### src/design/sats_pkg.sv
// Purpose : constants and timing tables for the ac timing selector
// Assumes : counts are in controller clock cycles, 8 bits wide
// Notes   : table index order is [high freq][op mode][parameter][freq code]
package sats_pkg;

   // ----------------------------------------------------------------
   // widths and parameter indices
   // ----------------------------------------------------------------
   localparam int CNT_W  = 8;
   localparam int NPARAM = 11;
   localparam int NLEGACY = 5;
   localparam int P_RC  = 0;
   localparam int P_RAS = 1;
   localparam int P_RCD = 2;
   localparam int P_RP  = 3;
   localparam int P_RRD = 4;
   localparam int P_RFC = 5;
   localparam int P_WR  = 6;
   localparam int P_XSR = 7;
   localparam int P_CCD = 8;
   localparam int P_CDL = 9;
   localparam int P_MRD = 10;
   localparam logic [1:0]       MODE_SDR_BASE = 2'h0;  // legacy fill-in column, sdram
   localparam logic [1:0]       MODE_MOB_BASE = 2'h2;  // legacy fill-in column, mobile
   localparam logic [CNT_W-1:0] CNT_SAT       = 8'hff; // timer idle / saturated value

   // ----------------------------------------------------------------
   // legacy tables: rc, ras, rcd, rp, rrd by freq code
   // ----------------------------------------------------------------
   localparam logic [CNT_W-1:0] LEG_SDR [NLEGACY][4] = '{
      '{8'h09, 8'h05, 8'h03, 8'h02}, '{8'h06, 8'h03, 8'h03, 8'h02},
      '{8'h03, 8'h02, 8'h02, 8'h02}, '{8'h03, 8'h02, 8'h02, 8'h02},
      '{8'h02, 8'h02, 8'h02, 8'h02}};
   localparam logic [CNT_W-1:0] LEG_MOB [NLEGACY][4] = '{
      '{8'h0c, 8'h07, 8'h03, 8'h02}, '{8'h08, 8'h05, 8'h03, 8'h02},
      '{8'h04, 8'h02, 8'h02, 8'h02}, '{8'h05, 8'h04, 8'h02, 8'h02},
      '{8'h03, 8'h02, 8'h02, 8'h02}};

   // ----------------------------------------------------------------
   // extended tables
   // ----------------------------------------------------------------
   localparam logic [CNT_W-1:0] EXT_TBL [2][4][NPARAM][4] = '{
      '{ // high frequency select cleared
         '{'{8'h09, 8'h05, 8'h03, 8'h03}, '{8'h06, 8'h03, 8'h03, 8'h02},
           '{8'h03, 8'h02, 8'h02, 8'h02}, '{8'h03, 8'h02, 8'h02, 8'h02},
           '{8'h02, 8'h02, 8'h02, 8'h02}, '{8'h09, 8'h05, 8'h03, 8'h02},
           '{8'h02, 8'h02, 8'h02, 8'h02}, '{8'h09, 8'h05, 8'h03, 8'h02},
           '{8'h01, 8'h01, 8'h01, 8'h01}, '{8'h01, 8'h01, 8'h01, 8'h01},
           '{8'h02, 8'h02, 8'h02, 8'h02}},
         '{'{8'h09, 8'h05, 8'h03, 8'h03}, '{8'h06, 8'h03, 8'h03, 8'h02},
           '{8'h03, 8'h03, 8'h03, 8'h03}, '{8'h03, 8'h02, 8'h02, 8'h02},
           '{8'h02, 8'h02, 8'h02, 8'h02}, '{8'h0d, 8'h05, 8'h03, 8'h02},
           '{8'h03, 8'h03, 8'h03, 8'h03}, '{8'hd1, 8'hcd, 8'hd1, 8'hd1},
           '{8'h04, 8'h04, 8'h04, 8'h04}, '{8'h02, 8'h02, 8'h02, 8'h02},
           '{8'h02, 8'h02, 8'h02, 8'h02}},
         '{'{8'h0c, 8'h07, 8'h03, 8'h02}, '{8'h08, 8'h05, 8'h03, 8'h02},
           '{8'h04, 8'h02, 8'h02, 8'h02}, '{8'h05, 8'h04, 8'h02, 8'h02},
           '{8'h03, 8'h02, 8'h02, 8'h02}, '{8'h0c, 8'h07, 8'h03, 8'h02},
           '{8'h02, 8'h02, 8'h02, 8'h02}, '{8'h0c, 8'h07, 8'h03, 8'h02},
           '{8'h01, 8'h01, 8'h01, 8'h01}, '{8'h01, 8'h01, 8'h01, 8'h01},
           '{8'h02, 8'h02, 8'h02, 8'h02}},
         '{'{8'h0c, 8'h07, 8'h03, 8'h03}, '{8'h08, 8'h05, 8'h03, 8'h02},
           '{8'h04, 8'h03, 8'h03, 8'h03}, '{8'h05, 8'h04, 8'h02, 8'h02},
           '{8'h03, 8'h02, 8'h02, 8'h02}, '{8'h10, 8'h07, 8'h03, 8'h03},
           '{8'h03, 8'h03, 8'h03, 8'h03}, '{8'h15, 8'h0e, 8'h07, 8'h03},
           '{8'h04, 8'h04, 8'h04, 8'h04}, '{8'h02, 8'h02, 8'h02, 8'h02},
           '{8'h02, 8'h02, 8'h02, 8'h02}}},
      '{ // high frequency select set
         '{'{8'h09, 8'h07, 8'h06, 8'h03}, '{8'h06, 8'h05, 8'h04, 8'h02},
           '{8'h03, 8'h02, 8'h02, 8'h02}, '{8'h03, 8'h02, 8'h02, 8'h02},
           '{8'h02, 8'h02, 8'h02, 8'h02}, '{8'h09, 8'h07, 8'h06, 8'h03},
           '{8'h02, 8'h02, 8'h02, 8'h02}, '{8'h09, 8'h07, 8'h06, 8'h03},
           '{8'h01, 8'h01, 8'h01, 8'h01}, '{8'h01, 8'h01, 8'h01, 8'h01},
           '{8'h02, 8'h02, 8'h02, 8'h02}},
         '{'{8'h09, 8'h07, 8'h06, 8'h03}, '{8'h06, 8'h05, 8'h04, 8'h02},
           '{8'h03, 8'h03, 8'h03, 8'h03}, '{8'h03, 8'h02, 8'h02, 8'h02},
           '{8'h02, 8'h02, 8'h02, 8'h02}, '{8'h0a, 8'h08, 8'h06, 8'h03},
           '{8'h02, 8'h02, 8'h02, 8'h02}, '{8'hc8, 8'hc8, 8'hc8, 8'hc8},
           '{8'h04, 8'h04, 8'h04, 8'h04}, '{8'h00, 8'h00, 8'h00, 8'h00},
           '{8'h02, 8'h02, 8'h02, 8'h02}},
         '{'{8'h0b, 8'h09, 8'h07, 8'h03}, '{8'h07, 8'h07, 8'h05, 8'h02},
           '{8'h04, 8'h03, 8'h02, 8'h02}, '{8'h04, 8'h03, 8'h02, 8'h02},
           '{8'h02, 8'h02, 8'h02, 8'h02}, '{8'h0d, 8'h0a, 8'h07, 8'h04},
           '{8'h02, 8'h02, 8'h02, 8'h02}, '{8'h0f, 8'h0c, 8'h08, 8'h04},
           '{8'h01, 8'h01, 8'h01, 8'h01}, '{8'h01, 8'h01, 8'h01, 8'h01},
           '{8'h02, 8'h02, 8'h02, 8'h02}},
         '{'{8'h0b, 8'h09, 8'h07, 8'h03}, '{8'h07, 8'h07, 8'h05, 8'h02},
           '{8'h04, 8'h03, 8'h03, 8'h03}, '{8'h04, 8'h03, 8'h02, 8'h02},
           '{8'h02, 8'h02, 8'h02, 8'h02}, '{8'h0d, 8'h0b, 8'h08, 8'h04},
           '{8'h02, 8'h02, 8'h02, 8'h02}, '{8'h1b, 8'h1b, 8'h0e, 8'h07},
           '{8'h04, 8'h04, 8'h04, 8'h04}, '{8'h00, 8'h00, 8'h00, 8'h00},
           '{8'h02, 8'h02, 8'h02, 8'h02}}}};

endpackage : sats_pkg

### src/design/sats_timing_select.sv
// Purpose : selects the memory ac timing counts and enforces them as hold-off timers
// Assumes : all configuration inputs come from logic on clk_i
// Notes   : selected counts are registered, so a config change takes effect one cycle later
// Functional notes
// (RL1) Mobile DDR legacy timing uses rc 12/7/3/2, ras 8/5/3/2, rp 5/4/2/2, rcd 4/2/2/2, rrd 3/2/2/2.
// (RL2) The memory-type setting alone chooses between the sdram and mobile legacy sets.
// (RL3) The frequency code decodes into exactly one set at a time, never a mix of two.
// (RL4) With the extended tables enabled the high-frequency bit, frequency code and mode pick the table.
// (RL5) Modes 00 and 01 pick sdram columns, 10 and 11 pick mobile columns, each with its own counts.
// (RL6) High-frequency bit clear: modes 01/11 use long self-refresh exit, wr 3 and ccd 4; 00/10 wr 2, ccd 1. Code: mode 11 exit is 21/14/7/3.
// (RL7) High-frequency bit set: mode 01 exit is 200, mode 11 is 27/27/14/7, and cdl is zero in both.
// (RL8) Each dependent command is held off until the selected count of cycles has passed since its reference.
`timescale 1ns/100ps
`default_nettype none

module sats_timing_select #(
   parameter int FREQ_W = 2,
   parameter int MODE_W = 2
) (
   // clock and reset
   input  wire logic                                       clk_i,
   input  wire logic                                       rst_b_i,
   // configuration
   input  wire logic [FREQ_W-1:0]                          freq_code_i,
   input  wire logic                                       mem_type_mobile_i,
   input  wire logic [MODE_W-1:0]                          memory_operating_mode_i,
   input  wire logic                                       high_freq_sel_i,
   input  wire logic                                       ext_table_en_i,
   // reference command strobes, one per parameter
   input  wire logic [sats_pkg::NPARAM-1:0]                ref_start_i,
   // selected counts and hold-off permits
   output logic      [sats_pkg::NPARAM*sats_pkg::CNT_W-1:0] ac_count_o,
   output logic      [sats_pkg::NPARAM-1:0]                cmd_permit_o
);

   // ----------------------------------------------------------------
   // table lookup
   // ----------------------------------------------------------------
   // table chosen per parameter, so legacy configs mix legacy set entries with base-column ones
   function automatic logic [sats_pkg::CNT_W-1:0] sats_lookup(
      input logic              ext,
      input logic              hf,
      input logic              mobile,
      input logic [1:0]        mode,
      input logic [FREQ_W-1:0] freq,
      input int                p
   );
      logic [sats_pkg::CNT_W-1:0] val;
      logic [1:0]                 base;
      val  = '0;
      base = mobile ? sats_pkg::MODE_MOB_BASE : sats_pkg::MODE_SDR_BASE; // RL2
      if (ext) begin
         val = sats_pkg::EXT_TBL[hf][mode][p][freq];                     // RL4 RL5 RL6 RL7
      end else if (p < sats_pkg::NLEGACY) begin
         if (mobile) begin
            val = sats_pkg::LEG_MOB[p][freq];                            // RL1 RL2 RL3
         end else begin
            val = sats_pkg::LEG_SDR[p][freq];                            // RL3
         end
      end else begin
         // legacy sets give no value here; fall back to the base column
         val = sats_pkg::EXT_TBL[1'b0][base][p][freq];
      end
      return val;
   endfunction : sats_lookup

   // ----------------------------------------------------------------
   // selected counts
   // ----------------------------------------------------------------
   logic [sats_pkg::CNT_W-1:0] sel_cnt      [sats_pkg::NPARAM];
   logic [sats_pkg::CNT_W-1:0] next_sel_cnt [sats_pkg::NPARAM];

   // compute every count from the current configuration
   always_comb begin
      for (int p = 0; p < sats_pkg::NPARAM; p++) begin
         next_sel_cnt[p] = sats_lookup(ext_table_en_i, high_freq_sel_i, mem_type_mobile_i,
                                       memory_operating_mode_i[1:0], freq_code_i, p);
      end
   end

   // registered so the long lookup path stays off the permit compare
   always_ff @(posedge clk_i or negedge rst_b_i) begin
      if (!rst_b_i) begin
         for (int p = 0; p < sats_pkg::NPARAM; p++) begin
            sel_cnt[p] <= sats_pkg::CNT_SAT;   // most cautious until first edge
         end
      end else begin
         for (int p = 0; p < sats_pkg::NPARAM; p++) begin
            sel_cnt[p] <= next_sel_cnt[p];
         end
      end
   end

   // ----------------------------------------------------------------
   // hold-off timers
   // ----------------------------------------------------------------
   logic [sats_pkg::CNT_W-1:0] elapsed      [sats_pkg::NPARAM];
   logic [sats_pkg::CNT_W-1:0] next_elapsed [sats_pkg::NPARAM];

   // restart on reference strobe, else count up and saturate
   always_comb begin
      for (int p = 0; p < sats_pkg::NPARAM; p++) begin
         if (ref_start_i[p]) begin
            next_elapsed[p] = '0;                                        // RL8
         end else if (elapsed[p] != sats_pkg::CNT_SAT) begin
            next_elapsed[p] = elapsed[p] + 8'h01;
         end else begin
            next_elapsed[p] = elapsed[p];
         end
      end
   end

   // timers start idle, so nothing is held off after reset
   always_ff @(posedge clk_i or negedge rst_b_i) begin
      if (!rst_b_i) begin
         for (int p = 0; p < sats_pkg::NPARAM; p++) begin
            elapsed[p] <= sats_pkg::CNT_SAT;
         end
      end else begin
         for (int p = 0; p < sats_pkg::NPARAM; p++) begin
            elapsed[p] <= next_elapsed[p];
         end
      end
   end

   // ----------------------------------------------------------------
   // outputs
   // ----------------------------------------------------------------
   // permit is a handshake term, so it is left combinational
   always_comb begin
      for (int p = 0; p < sats_pkg::NPARAM; p++) begin
         cmd_permit_o[p] = (elapsed[p] >= sel_cnt[p]);                   // RL8
         ac_count_o[p*sats_pkg::CNT_W +: sats_pkg::CNT_W] = sel_cnt[p];
      end
   end

endmodule : sats_timing_select

`default_nettype wire
### config.mk
export PLATFORM = sky130hd
export DESIGN_NAME = sats_timing_select
export DESIGN_NICKNAME = d
export VERILOG_FILES = /design/src/design/sats_pkg.sv /design/src/design/sats_timing_select.sv
export SDC_FILE = /design/constraint.sdc
export NUM_CORES = 1
export LEC_CHECK = 0
export BUFFER_PORTS_ARGS = -buffer_cell sky130_fd_sc_hd__buf_2
export CELL_PAD_IN_SITES_DETAIL_PLACEMENT = 0
export CELL_PAD_IN_SITES_GLOBAL_PLACEMENT = 1
export CORE_MARGIN = 10
export CORE_UTILIZATION = 30
export DETAILED_ROUTE_END_ITERATION = 16
export GPL_ROUTABILITY_DRIVEN = 1
export PLACE_DENSITY = 0.58
export SYNTH_ARGS = -nofsm -noshare
export SYNTH_HDL_FRONTEND = slang
export SYNTH_SLANG_ARGS = --single-unit
### constraint.sdc
create_clock -name clk_i -period 7.1 [get_ports clk_i]
set_clock_uncertainty 0.2 [all_clocks]
set_input_delay 0.71 -clock clk_i [delete_from_list [all_inputs] [get_ports clk_i]]
set_output_delay 0.71 -clock clk_i [all_outputs]
set_load 0.03 [all_outputs]
* After elaboration in Yosys (flattened, before gate mapping)
Index checks and enable logic that the tools add are counted.
** Word-level totals
- Word-level logic and storage cells :: 197
- Flip-flop bits (word level) :: 176
- Bits of input ports :: 20
- Output and inout port bits :: 99
** Operators by class
- $lt $le $gt $ge :: 15
- Eq/ne operators :: 11
- $add $sub $neg :: 11
- Bitwise operators :: 4
- Reduce and logical (&&, ||, !) cells :: 11
- Mux-type cells :: 123
** Operators by type and width (number)
- $mux 1408 :: 2
- $bmux 352 s2 :: 2
- $mux 1394 :: 1
- $mux 352 :: 2
- $mux 8 :: 88
- $bmux 8 s2 :: 25
- $mux 192 :: 2
- $add 8x1->8 const B :: 11
- $ge 8x8->1 :: 11
- $ne 8x8->1 const B :: 11
- $reduce_bool 2->1 :: 11
- $ge 3x3->1 const B :: 3
- $not 2->3 :: 3
- $ge 2x2->1 const B :: 1
- $mux 2 :: 1
- $not 1->2 :: 1

* Depth between registers and ports, before layout
- Depth after elaboration :: 11
- Gate-level depth with buffers :: 7
- Mapped depth without buffers :: 6

* Least setup slack after synthesis
No wires, ideal clock.
- Kind :: register -> output
- From :: reg ac_count_o[78] (netlist name)
- To :: out cmd_permit_o[8] in the netlist's numbering
- Buffers on the path :: 0
- Setup slack :: 2.815 ns
- Required time :: 6.190 ns
- Data arrival time :: 3.375 ns
- Stages on the path, launching flop included :: 7
- Path through :: dfstp_2 inv_1 ha_1 nand2_1 nor2_1 o21ai_0 o21ai_0
** RTL lines
- end: declaration :: line sats_timing_select.sv:33 : output logic [sats_pkg::NPARAM-1:0] cmd_permit_o

==> flow_metrics.py <==
metrics = {
    "sta": {
        "finalCriticalPeriod_ps": 3790,
        "rsz0062_at_grt": "no",
        "setup_ws_ps": 3310,
        "setup_tns_ps": 0,
        "fin_crit_sh": 0.534,
        "slew_viol_final": 0,
        "hold_viol_final": 0,
        "fmax_mhz": 264,
        "tightest_slew_ps": 795,
        "setup_violations": 0,
        "relSlewSlack": 0.470,
    },
    "cells_and_area": {
        "syn2layout_area_growth_pct": 12.7,
        "layout_common_cells": "119 x nor2_1, 117 x dfstp_2, 114 x ha_1, 114 x buf_2, 72 x nand2_1",
        "drive_gt1_frac": 0.278,
        "final_cells": 1397,
        "final-seq-area_sq_um": 3070,
        "final_nets": 1140,
        "layout_commonest_cell": "nor2_1",
        "fillers": 2964,
        "multiInputGateArea_sq_um": 4700,
        "diodes": 0,
    },
    "cts": {
        "cts_max_level": 4,
        "cts.repair.resized": 0,
        "cts_tree": "built",
        "cts-hold-fix-buffers": 0,
        "cts.sinks": 117,
        "clkSlewWorstSetupHoldPaths_ps": 60,
        "cts_buffers": 17,
        "insertion_delay_ps": 410,
        "root_buffer": "clkbuf_16",
        "post_cts_buffers": 0,
        "ctsLongestPathBuffers": 2,
    },
    "synth": {
        "yosysSeqAreaShare": 0.361,
        "postSynthAreaPerCell_sq_um": 8.95,
        "ys_warn_count": 0,
        "synth.distinct_cells": 56,
        "synth_area_sq_um": 8520,
        "async_flop_share": 1.00,
        "synth_edf_count": 0,
        "postSynthCellCount": 952,
        "yosys_register_bits": 117,
        "synth-main-ff-cell": "dfstp_2",
    },
    "global_route": {
        "grt_pass1_wl_um": 34200,
        "grt-ovfl-total": 0,
        "grt_pass1_vias": 6616,
        "grt_util_all_layers": 0.116,
        "antenna_found_initial": 0,
        "grt_max_degree": 60,
    },
    "floorplanning": {
        "fp.dieH_um": 189,
        "die_w_um": 189,
        "die-area_sq_um": 35500,
        "start_util": 0.305,
        "rows": 61,
        "io_pins": 119,
        "coreArea_sq_um": 27900,
    },
    "drt": {
        "drtPass1Iterations": 4,
        "drt_iter0_drc": 375,
        "ant_nets": 0,
        "drc_errors": 0,
        "wl_per_cell_um": 14.5,
        "vias": 6716,
        "routed_wl_um": 20200,
        "drt-vias-per-instance": 4.81,
    },
    "critical_path": {
        "path_max_fanout": 55,
        "end_kind": "output pin",
        "worstPathRequired_ps": 6190,
        "critical_path_arrival_ps": 2880,
        "critPathKind": "reg -> out",
        "startpoint_type": "flip-flop",
    },
    "placement": {
        "gp_congestion": 0.767,
        "dp.cells": 1365,
        "dp_slack_ps": 3690,
        "dp_hpwl_um": 14700,
        "portBuffers": 115,
    },
    "power_and_ir_drop": {
        "report.power.total_mw": 1.90,
        "p_int_mw": 1.37,
        "power_density_nw_per_um2": 198,
        "power_frac_seq": 0.395,
        "clock_power_share": 0.455,
        "swShare": 0.280,
        "p_sw_mw": 0.533,
        "ir_worst_vdd_mv": 0.114,
        "p_comb_frac": 0.150,
        "leakage_nw": 4.16,
    },
    "status": {
        "status": "completed",
    },
    "run": {
        "cap_violations": 0,
    },
    "hold_path": {
        "hold_path.class": "reg -> reg",
    },
}
==> sequential cells by signal, summed over array words and instances (netlist names) <==
name        cells
ac_count_o     29
elapsed        88
==> metal layers <==
metal	up-vias	global-route usage	part of all wire	wire length [um]
li1	3436	-	-	-
met1	3130	0.150	0.48	9760
met2	136	0.182	0.44	8990
met3	14	0.0366	0.063	1260
met4	0	0.0299	0.010	204
met5	-	0	0	0
==> stage by stage <==
| stage | cell area, sq um | hold slack (ps) | utilization |
|---|---|---|---|
| after floorplan | 8530 | 264 | - |
| after global placement | 9020 | 284 | 0.323 |
| after detailed placement | 9020 | 286 | 0.323 |
| after CTS | 9600 | 294 | 0.344 |
| after global routing | 9600 | 327 | 0.344 |
| final | 9600 | 291 | 0.344 |
==> power groups by stage <==
stage | Combinational, mW | Clock, mW | Sequential, mW
after global routing | 0.326 | 0.927 | 0.759
after global placement | 0.290 | 0 | 0.762
after floorplan | 0.202 | 0 | 0.778
after detailed placement | 0.290 | 0 | 0.762
after CTS | 0.292 | 0.898 | 0.754
final | 0.285 | 0.866 | 0.752
==> area by class of cell <==
class,count,area share
multi-input combinational,706,0.490
sequential,117,0.320
timing repair buffer,117,0.0618
tap,378,0.0492
clock buffer,21,0.0469
inverter,47,0.0184
clock inverter,11,0.0138
==> worst max-delay path, cell delays in order, from the launching register on <==
cell     delay [ps]
dfstp_2         910
inv_2            40
buf_4           340
ha_1            400
nand2_1          70
nor2_1           90
o21ai_0          70
o21ai_0         260
buf_2           260
==> worst paths after layout <==
kind | startpoint | endpoint | slack, ps | cells past startpoint
max | ac_count_o[78] | cmd_permit_o[2] | 3310 | 8
min | elapsed[25] | elapsed[25] | 290 | 2
max reg2reg | elapsed[48] | elapsed[49] | 5120 | 5
min reg2reg | elapsed[25] | elapsed[25] | 290 | 2
max in group asynchronous | rst_b_i | elapsed[4] | 5300 | 2
min in group asynchronous | rst_b_i | elapsed[42] | 580 | 1
==> kinds of logic after synthesis <==
group | after synthesis | share of synthesized area
DFF | 117 | 0.361
adders and majority gates | 114 | 0.167
xor gates and xnor gates | 18 | 0.0185
buffers and inverters | 131 | 0.0877
AOI/OAI and AO/OA | 200 | 0.147
other | 2 | 0.000882
muxes | 15 | 0.0184
and+or+nand+nor | 355 | 0.199
==> cells in the mapped netlist (7+ instances only) <==
library cell,n,area share
a31oi_1,26,0.019
xnor2_1,11,0.011
xor2_1,7,0.0072
nor2b_1,14,0.010
a21oi_1,52,0.031
a211oi_1,31,0.027
o21ai_0,47,0.028
and3_1,14,0.010
mux2i_1,10,0.012
nand3_1,34,0.020
dfstp_2,117,0.36
nor2_1,119,0.052
nand2b_1,17,0.012
buf_1,7,0.0031
ha_1,114,0.17
inv_1,45,0.020
buf_2,11,0.0065
o21bai_1,9,0.0079
nand4_1,15,0.011
a21o_1,11,0.0097
nor3_1,45,0.026
buf_4,62,0.055
nand2_1,72,0.032
No activity file was read; power rests on OpenSTA's default activity.
